===== src/verilog/fhc_pkg.sv =====
package fhc_pkg;
  // ****************************************************************
  // command codes and unlock addresses (byte mode)
  // ****************************************************************
  localparam logic [11:0] FHC_UNLOCK_A1   = 12'haaa;
  localparam logic [11:0] FHC_UNLOCK_A2   = 12'h555;
  localparam logic [7:0]  FHC_D_AA        = 8'haa;
  localparam logic [7:0]  FHC_D_55        = 8'h55;
  localparam logic [7:0]  FHC_C_RESET     = 8'hf0;
  localparam logic [7:0]  FHC_C_AUTOSEL   = 8'h90;
  localparam logic [7:0]  FHC_C_SECURE    = 8'h88;
  localparam logic [7:0]  FHC_C_PROGRAM   = 8'ha0;
  localparam logic [7:0]  FHC_C_BUFLOAD   = 8'h25;
  localparam logic [7:0]  FHC_C_BUFCOMMIT = 8'h29;
  localparam logic [7:0]  FHC_C_ERASE     = 8'h80;
  localparam logic [7:0]  FHC_C_CHIP      = 8'h10;
  localparam logic [7:0]  FHC_C_SECTOR    = 8'h30;
  localparam logic [7:0]  FHC_C_SUSPEND   = 8'hb0;
  localparam logic [7:0]  FHC_C_RESUME    = 8'h30;
  localparam logic [7:0]  FHC_C_EXIT0     = 8'h00;
  localparam logic [7:0]  FHC_C_SET_PPB   = 8'hc0;
  localparam logic [7:0]  FHC_C_SET_DYB   = 8'he0;
  localparam logic [7:0]  FHC_C_SET_PWD   = 8'h60;
  localparam logic [7:0]  FHC_SEL_PROT    = 8'h04;
  localparam logic [7:0]  FHC_SEL_SECPROT = 8'h06;
  localparam int          FHC_MAX_BUF     = 32;
  localparam int          FHC_MAX_BUF_CYC = 37;
  // ****************************************************************
  // operation codes on the user port
  // ****************************************************************
  typedef enum logic [3:0] {
    FHC_OP_READ, FHC_OP_RESET, FHC_OP_PROGRAM, FHC_OP_BUFPROG, FHC_OP_CHIP_ERASE,
    FHC_OP_SECT_ERASE, FHC_OP_SUSPEND, FHC_OP_RESUME, FHC_OP_SEC_ENTER,
    FHC_OP_SEC_EXIT, FHC_OP_PROT_QUERY, FHC_OP_SECPROT_QUERY, FHC_OP_BUF_ABORT,
    FHC_OP_PPB_QUERY, FHC_OP_PPB_ERASE_ALL, FHC_OP_DYB_SET
  } fhc_op_e;
  // ****************************************************************
  // bus timing in clock cycles (10 mhz)
  // ****************************************************************
  localparam int FHC_CLK_NS   = 100;
  localparam int FHC_WE_NS    = 200;
  localparam int FHC_WE_CYC   = (FHC_WE_NS + FHC_CLK_NS - 1) / FHC_CLK_NS;
  localparam int FHC_RD_NS    = 200;
  localparam int FHC_RD_CYC   = (FHC_RD_NS + FHC_CLK_NS - 1) / FHC_CLK_NS;
endpackage


===== src/verilog/fhc_host.sv =====
`timescale 1ns/1ps
module fhc_host
  import fhc_pkg::*;
#(
  parameter int AW = 22,
  parameter int BUF_MAX = FHC_MAX_BUF
) (
  input  wire logic          clk,
  input  wire logic          sys_rst,
  input  wire logic          cmd_valid,
  input  wire logic [3:0]    cmd_op,
  input  wire logic [AW-1:0] cmd_addr,
  input  wire logic [7:0]    cmd_data,
  input  wire logic [5:0]    cmd_count,
  output logic               cmd_ready,
  output logic               buf_req,
  input  wire logic [AW-1:0] buf_addr,
  input  wire logic [7:0]    buf_data,
  output logic               rsp_valid,
  output logic [7:0]         rsp_data,
  output logic               rsp_protected,
  output logic [AW-1:0]      flash_addr,
  output logic               flash_ce_n,
  output logic               flash_we_n,
  output logic               flash_oe_n,
  output logic [7:0]         flash_dq_o,
  output logic               flash_dq_oe,
  input  wire logic [7:0]    flash_dq_i,
  output logic               accelerate_pin
);
  // ****************************************************************
  // sequence table: each bus cycle of the chosen command
  // ****************************************************************
  typedef enum logic [2:0] {FHC_S_IDLE, FHC_S_SETUP, FHC_S_STROBE, FHC_S_HOLD,
                            FHC_S_READ, FHC_S_DONE} fhc_state_e;
  typedef struct packed {
    logic          rd;
    logic [AW-1:0] a;
    logic [7:0]    d;
    logic          last;
  } fhc_cyc_s;

  fhc_state_e    state_reg, state_next;
  fhc_op_e       op_reg, op_next;
  logic [AW-1:0] addr_reg, addr_next;
  logic [7:0]    data_reg, data_next;
  logic [5:0]    cnt_reg, cnt_next;
  logic [5:0]    step_reg, step_next;
  logic [2:0]    tmr_reg, tmr_next;
  fhc_cyc_s      cyc;
  logic [AW-1:0] fa_reg, fa_next;
  logic [7:0]    fd_reg, fd_next;
  // strobes are held active low in their flops so the pins see no inverter after the register
  logic          ce_n_reg, ce_n_next, we_n_reg, we_n_next, oe_n_reg, oe_n_next;
  logic          dqoe_reg, dqoe_next;
  logic          rdy_reg, rdy_next, breq_reg, breq_next, rv_reg, rv_next;
  logic [7:0]    rd_reg, rd_next;
  logic          prot_reg, prot_next, acc_reg, acc_next;

  function automatic fhc_cyc_s w(input logic [AW-1:0] a, input logic [7:0] d,
                                 input logic last);
    w = '{rd: 1'b0, a: a, d: d, last: last};
  endfunction

  function automatic logic [AW-1:0] ua(input logic [11:0] a);
    ua = AW'(a);
  endfunction

  // byte-mode sector select is bits AW-1:15; only the offset is driven below it
  function automatic logic [AW-1:0] sect(input logic [AW-1:0] a, input logic [7:0] o);
    sect = {a[AW-1:15], 7'h00, o};
  endfunction

  always_comb begin
    cyc = w(ua(FHC_UNLOCK_A1), FHC_D_AA, 1'b0);
    if (step_reg == 6'd1) cyc = w(ua(FHC_UNLOCK_A2), FHC_D_55, 1'b0);
    case (op_reg)
      FHC_OP_READ:          cyc = '{rd: 1'b1, a: addr_reg, d: 8'h00, last: 1'b1};
      FHC_OP_RESET:         cyc = w('0, FHC_C_RESET, 1'b1);
      FHC_OP_SUSPEND:       cyc = w('0, FHC_C_SUSPEND, 1'b1);
      FHC_OP_RESUME:        cyc = w('0, FHC_C_RESUME, 1'b1);
      FHC_OP_SEC_ENTER:
        if (step_reg == 6'd2) cyc = w(ua(FHC_UNLOCK_A1), FHC_C_SECURE, 1'b1);
      FHC_OP_SEC_EXIT: begin
        if (step_reg == 6'd2) cyc = w(ua(FHC_UNLOCK_A1), FHC_C_AUTOSEL, 1'b0);
        if (step_reg == 6'd3) cyc = w('0, FHC_C_EXIT0, 1'b1);
      end
      FHC_OP_BUF_ABORT:
        if (step_reg == 6'd2) cyc = w(ua(FHC_UNLOCK_A1), FHC_C_RESET, 1'b1);
      FHC_OP_PROGRAM: begin
        if (step_reg == 6'd2) cyc = w(ua(FHC_UNLOCK_A1), FHC_C_PROGRAM, 1'b0);
        if (step_reg == 6'd3) cyc = w(addr_reg, data_reg, 1'b1);
      end
      FHC_OP_PROT_QUERY, FHC_OP_SECPROT_QUERY: begin
        if (step_reg == 6'd2) cyc = w(ua(FHC_UNLOCK_A1), FHC_C_AUTOSEL, 1'b0);
        if (step_reg == 6'd3)
          cyc = '{rd: 1'b1, last: 1'b0, d: 8'h00,
                  a: (op_reg == FHC_OP_PROT_QUERY) ? sect(addr_reg, FHC_SEL_PROT)
                                                  : AW'(FHC_SEL_SECPROT)};
        if (step_reg == 6'd4) cyc = w('0, FHC_C_RESET, 1'b1);
      end
      FHC_OP_PPB_QUERY, FHC_OP_PPB_ERASE_ALL, FHC_OP_DYB_SET: begin
        // only c0 or e0 is ever chosen: the password set is never entered, so its duties never arise
        if (step_reg == 6'd2)
          cyc = w(ua(FHC_UNLOCK_A1), (op_reg == FHC_OP_DYB_SET) ? FHC_C_SET_DYB
                                                                : FHC_C_SET_PPB, 1'b0);
        if (step_reg == 6'd3)
          cyc = (op_reg == FHC_OP_PPB_QUERY) ?
                '{rd: 1'b1, a: addr_reg, d: 8'h00, last: 1'b0} :
                (op_reg == FHC_OP_DYB_SET) ? w('0, FHC_C_PROGRAM, 1'b0)
                                           : w('0, FHC_C_ERASE, 1'b0);
        if (step_reg == 6'd4)
          cyc = (op_reg == FHC_OP_PPB_QUERY) ? w('0, FHC_C_AUTOSEL, 1'b0) :
                (op_reg == FHC_OP_DYB_SET) ? w(addr_reg, data_reg, 1'b0)
                                           : w('0, FHC_C_SECTOR, 1'b0);
        if (step_reg == 6'd5) cyc = w('0, FHC_C_AUTOSEL, 1'b0);
        if (step_reg == 6'd6 || (op_reg == FHC_OP_PPB_QUERY && step_reg == 6'd5))
          cyc = w('0, FHC_C_EXIT0, 1'b1);
      end
      FHC_OP_CHIP_ERASE, FHC_OP_SECT_ERASE: begin
        if (step_reg == 6'd2) cyc = w(ua(FHC_UNLOCK_A1), FHC_C_ERASE, 1'b0);
        if (step_reg == 6'd4) cyc = w(ua(FHC_UNLOCK_A2), FHC_D_55, 1'b0);
        if (step_reg == 6'd5)
          cyc = (op_reg == FHC_OP_CHIP_ERASE) ? w(ua(FHC_UNLOCK_A1), FHC_C_CHIP, 1'b1)
                                              : w(addr_reg, FHC_C_SECTOR, 1'b1);
      end
      FHC_OP_BUFPROG: begin
        if (step_reg == 6'd2) cyc = w(addr_reg, FHC_C_BUFLOAD, 1'b0);
        if (step_reg == 6'd3) cyc = w(addr_reg, {2'b00, cnt_reg}, 1'b0);
        if (step_reg >= 6'd4) cyc = w(buf_addr, buf_data, 1'b0);
        if (step_reg == 6'd5 + cnt_reg)
          cyc = w(addr_reg, FHC_C_BUFCOMMIT, 1'b1);
      end
      default: cyc = w('0, FHC_C_RESET, 1'b1);
    endcase
  end

  // ****************************************************************
  // bus cycle engine
  // ****************************************************************
  always_comb begin
    state_next = state_reg; op_next = op_reg; addr_next = addr_reg;
    data_next = data_reg; cnt_next = cnt_reg; step_next = step_reg; tmr_next = tmr_reg;
    fa_next = fa_reg; fd_next = fd_reg; ce_n_next = ce_n_reg; we_n_next = we_n_reg;
    oe_n_next = oe_n_reg; dqoe_next = dqoe_reg; rdy_next = 1'b0; breq_next = 1'b0;
    rv_next = 1'b0; rd_next = rd_reg; prot_next = prot_reg; acc_next = acc_reg;
    case (state_reg)
      FHC_S_IDLE: begin
        rdy_next = 1'b1;
        if (cmd_valid && rdy_reg) begin
          op_next = fhc_op_e'(cmd_op); addr_next = cmd_addr; data_next = cmd_data;
          // byte count is capped so the whole sequence stays within the cycle limit
          cnt_next = (cmd_count > 6'(BUF_MAX - 1)) ? 6'(BUF_MAX - 1) : cmd_count;
          step_next = '0; rdy_next = 1'b0; state_next = FHC_S_SETUP;
          acc_next = (fhc_op_e'(cmd_op) == FHC_OP_DYB_SET) ||
                     (fhc_op_e'(cmd_op) == FHC_OP_PPB_ERASE_ALL);
        end
      end
      FHC_S_SETUP: begin
        fa_next = cyc.a; fd_next = cyc.d; ce_n_next = 1'b0;
        dqoe_next = !cyc.rd; oe_n_next = !cyc.rd; tmr_next = '0;
        breq_next = (op_reg == FHC_OP_BUFPROG) && step_reg >= 6'd4 &&
                    step_reg != 6'd5 + cnt_reg;
        state_next = cyc.rd ? FHC_S_READ : FHC_S_STROBE;
      end
      FHC_S_STROBE: begin
        we_n_next = 1'b0; tmr_next = tmr_reg + 3'd1;
        if (tmr_reg == 3'(FHC_WE_CYC - 1)) state_next = FHC_S_HOLD;
      end
      FHC_S_READ: begin
        tmr_next = tmr_reg + 3'd1;
        if (tmr_reg == 3'(FHC_RD_CYC)) begin
          rd_next = flash_dq_i; prot_next = !flash_dq_i[0];
          state_next = FHC_S_HOLD;
        end
      end
      FHC_S_HOLD: begin
        we_n_next = 1'b1; oe_n_next = 1'b1; ce_n_next = 1'b1; dqoe_next = 1'b0;
        step_next = step_reg + 6'd1;
        state_next = cyc.last ? FHC_S_DONE : FHC_S_SETUP;
      end
      FHC_S_DONE: begin
        rv_next = 1'b1; acc_next = 1'b0; state_next = FHC_S_IDLE;
      end
      default: state_next = FHC_S_IDLE;
    endcase
  end

  always_ff @(posedge clk or posedge sys_rst) begin
    if (sys_rst) begin
      state_reg <= FHC_S_IDLE; op_reg <= FHC_OP_READ; addr_reg <= '0; data_reg <= '0;
      cnt_reg <= '0; step_reg <= '0; tmr_reg <= '0; fa_reg <= '0; fd_reg <= '0;
      ce_n_reg <= 1'b1; we_n_reg <= 1'b1; oe_n_reg <= 1'b1; dqoe_reg <= 1'b0;
      rdy_reg <= 1'b0; breq_reg <= 1'b0; rv_reg <= 1'b0; rd_reg <= '0;
      prot_reg <= 1'b0; acc_reg <= 1'b0;
    end else begin
      state_reg <= state_next; op_reg <= op_next; addr_reg <= addr_next;
      data_reg <= data_next; cnt_reg <= cnt_next; step_reg <= step_next;
      tmr_reg <= tmr_next; fa_reg <= fa_next; fd_reg <= fd_next; ce_n_reg <= ce_n_next;
      we_n_reg <= we_n_next; oe_n_reg <= oe_n_next; dqoe_reg <= dqoe_next;
      rdy_reg <= rdy_next;
      breq_reg <= breq_next; rv_reg <= rv_next; rd_reg <= rd_next;
      prot_reg <= prot_next; acc_reg <= acc_next;
    end
  end

  assign cmd_ready = rdy_reg;
  assign buf_req = breq_reg;
  assign rsp_valid = rv_reg;
  assign rsp_data = rd_reg;
  assign rsp_protected = prot_reg;
  assign flash_addr = fa_reg;
  assign flash_ce_n = ce_n_reg;
  assign flash_we_n = we_n_reg;
  assign flash_oe_n = oe_n_reg;
  assign flash_dq_o = fd_reg;
  assign flash_dq_oe = dqoe_reg;
  assign accelerate_pin = acc_reg;
endmodule


===== config.mk =====
export PLATFORM = sky130hd
export DESIGN_NAME = fhc_host
export DESIGN_NICKNAME = d
export VERILOG_FILES = /design/src/verilog/fhc_pkg.sv /design/src/verilog/fhc_host.sv
export SDC_FILE = /design/constraint.sdc
export NUM_CORES = 1
export LEC_CHECK = 0
export ABC_AREA = 1
export BUFFER_PORTS_ARGS = -buffer_cell sky130_fd_sc_hd__buf_2
export CAP_MARGIN = 30
export CORE_MARGIN = 3
export CORE_UTILIZATION = 52
export CTS_CLUSTER_SIZE = 40
export DETAILED_ROUTE_END_ITERATION = 16
export PLACE_DENSITY = 0.78
export REMOVE_ABC_BUFFERS = 1
export SLEW_MARGIN = 20
export SYNTH_ARGS = -nofsm -noshare
export SYNTH_HDL_FRONTEND = slang
export SYNTH_SLANG_ARGS = --single-unit

===== constraint.sdc =====
create_clock -name clk -period 3.37 [get_ports clk]
set_clock_uncertainty 0.2 [all_clocks]
set_input_delay 0.5055 -clock clk [delete_from_list [all_inputs] [get_ports clk]]
set_output_delay 0.5055 -clock clk [all_outputs]
set_load 0.005 [all_outputs]

==> metrics.cfg <==
[clock_network]
ctsResizeCount=0
hold_buffers=0
cts.sinks=99
post-cts-setup-buffers=0
clk_pin_slew_ps=80
htree_levels=3
cts_tree=built
numCtsBuffers=9
clk_latency_ps=360
cts-root-buf=clkbuf_16
clk_path_buf_depth=2

[floorplanning]
start_util_pct=53.6
die_h_um=123
die_x_um=123
pin_count=128
rows=42
core_um2=13300
die-area_um2=15200

[cells_and_area]
finalNonFillerCells=1397
diodes=0
syn_to_final_growth_pct=15.2
final_nets=1305
nFillCells=1336
multiInputGateArea_um2=4030
stdcell_area_um2=8250
register_area_um2=2480
drive_gt1_share_pct=17.0

[run_status]
status=finished, final reports clean

[setup_path]
critical-path-top-delay-family=simple AND/OR/NAND/NOR gates
crit_slowest_cell=ha_1
critPathLaunchType=register
cp_common_cell=nand2_1
max_stage_delay_ps=590
path_cells=ha_1, nand3_4, inv_1, nor2_1, inv_1, o211ai_1, nand2_1, nand3_1, nand2_1, nand2_1
cp_data_required_time_ps=3420
end_kind=register
cp.buffers_inverters=2
crit_type=reg2reg
cp_data_arrival_time_ps=2820
crit_path_max_fanout=14

[synthesis]
async_reset_ff_share_pct=100
synthDistinctLibCells=37
ys.flop_type=dfrtp_1
synth_area_leader_cell=dfrtp_1
netlist_instances=1109
syn_avg_cell_area_um2=6.46
synth_edf_count=0
netlist_top_cells_count=nand2_1, nor2_1, o21ai_0
synth_area_leaders=dfrtp_1, nand2_1, o21ai_0
synth_top_area_share_pct=33.6
netlist_area_um2=7160
ys_seq_area_share_pct=34.7
ys.warnings.count=0
ys_ff_latch=99
yosysMostFrequentCell=nand2_1

[sta]
hold_slack_ps=40.5
maxSlewHeadroom_pct=39.3
fin_setup_tns_ps=0
maxSlewViolCount=0
setup_slack_ps=605
grt_setup_unrepaired=no
worst_slew_pin_slew_ps=910
fin_crit_ps=2760
setup-violations-final=0
fmax_mhz=362
fin_crit_sh_pct=82.0
hold_viol=0

[global_route]
grt_use_total_pct=30.0
grt_max_degree=55
grt_pass1_wl_mm=36.0
antenna_found_initial=0
gr-total-overflow=0
grt_pass1_vias=7134

[routing]
wire_per_inst_um=16.0
route.detailed.drc=0
wl_mm=22.4
drt_iter0_markers=835
final_antenna_net_count=0
viasPerCell=5.59
dr.pass1.iters=6
dr_total_vias=7816

[pwr]
total_leakage_power_uw=0.00428
power_density_nw_per_um2=291
vdd_ir_drop_max_uv=342

[placement]
port_buffers=127
hpwl_mm=16.1
place_area_um2=7930
place_ws_ps=667
dp_cells=1381
gp_congestion=1.03

[min_path]
min_path_type=in2async

[flow_run]
drv_cap=0

## stage by stage
| stage | power, µW | util, % |
|---|---|---|
| floorplan | 1240 | - |
| global placement | 1310 | 59.4 |
| detailed placement | 1310 | 59.4 |
| CTS | 2420 | 61.8 |
| global route | 2470 | 61.8 |
| finish | 2400 | 61.8 |
## power breakdown
group	switching, µW	internal [µW]	leakage, µW
logic	50.0	44.5	0.00306
clock network	518	596	0.000155
registers	0	1190	0.00107
total	568	1830	0.00428
## cells in the final DEF, fill, tap and decap left out, types with 3 or more instances in the layout
| cell | netlist | final |
|---|---|---|
| inv_1 | 100 | 99 |
| o21ai_1 | 17 | 17 |
| o22ai_1 | 4 | 4 |
| nor2_4 | 7 | 8 |
| ha_1 | 8 | 8 |
| o31ai_1 | 3 | 3 |
| nand3_4 | 3 | 3 |
| or2_2 | 7 | 7 |
| a22oi_1 | 10 | 10 |
| inv_2 | 12 | 12 |
| buf_2 | 13 | 127 |
| buf_4 | 3 | 11 |
| inv_6 | 0 | 3 |
| o21ai_0 | 107 | 107 |
| nor3_1 | 27 | 27 |
| clkbuf_16 | 0 | 9 |
| dfrtp_1 | 96 | 96 |
| a21oi_1 | 31 | 31 |
| o211ai_1 | 20 | 20 |
| nand2_1 | 355 | 355 |
| nor2_1 | 115 | 114 |
| nand2_2 | 6 | 6 |
| nand3_1 | 86 | 86 |
| nor2_2 | 3 | 3 |
| clkinv_1 | 4 | 4 |
| dfstp_2 | 3 | 3 |
| nand4_1 | 26 | 26 |
## layout make-up
class | count | share of cell area (%)
Tap cell | 176 | 2.67
Multi-Input combinational cell | 849 | 48.9
Sequential cell | 99 | 30.1
Clock buffer | 9 | 2.73
Timing Repair Buffer | 140 | 9.20
Inverter | 117 | 5.37
Clock inverter | 7 | 1.06
## worst reg2reg max path, stage by stage (launching register included)
cell and delay, ps:
dfrtp_1 420, ha_1 590, nand3_4 270, inv_1 460, nor2_1 170, inv_1 170, o211ai_1 100, nand2_1 80
nand3_1 70, nand2_1 60, nand2_1 60
## per-layer routing
| layer | routed length [µm] | part of all wire [%] | vias to the layer above | GRT usage (%) |
|---|---|---|---|---|
| met5 | 0 | 0 | - | 0 |
| li1 | - | - | 3820 | - |
| met3 | 2080 | 9.3 | 50 | 5.76 |
| met4 | 592 | 2.6 | 0 | 11.2 |
| met1 | 9760 | 44 | 3554 | 41.4 |
| met2 | 9960 | 45 | 392 | 46.9 |
## logic make-up after synthesis
group           Yosys count  synth area share [%]
buf+inv                 161                  9.16
flops                    99                  34.7
xor+xnor                  2                 0.245
fa+ha+maj                 8                  1.40
compound gates          194                  14.9
simple gates            645                  39.7
## worst paths after layout
check,to,from,depth (start not counted),slack [ps]
hold reg to reg,rsp_data[4],rsp_data[4],2,270
setup / recovery,flash_dq_o[2],step_reg[1],10,610
max in group asynchronous,flash_we_n,sys_rst,3,2180
min in group clk,rsp_data[4],flash_dq_i[4],3,130
hold / removal,rsp_data[0],sys_rst,2,40
setup reg to reg,flash_dq_o[2],step_reg[1],10,610
(Power assumes the default switching activity.)
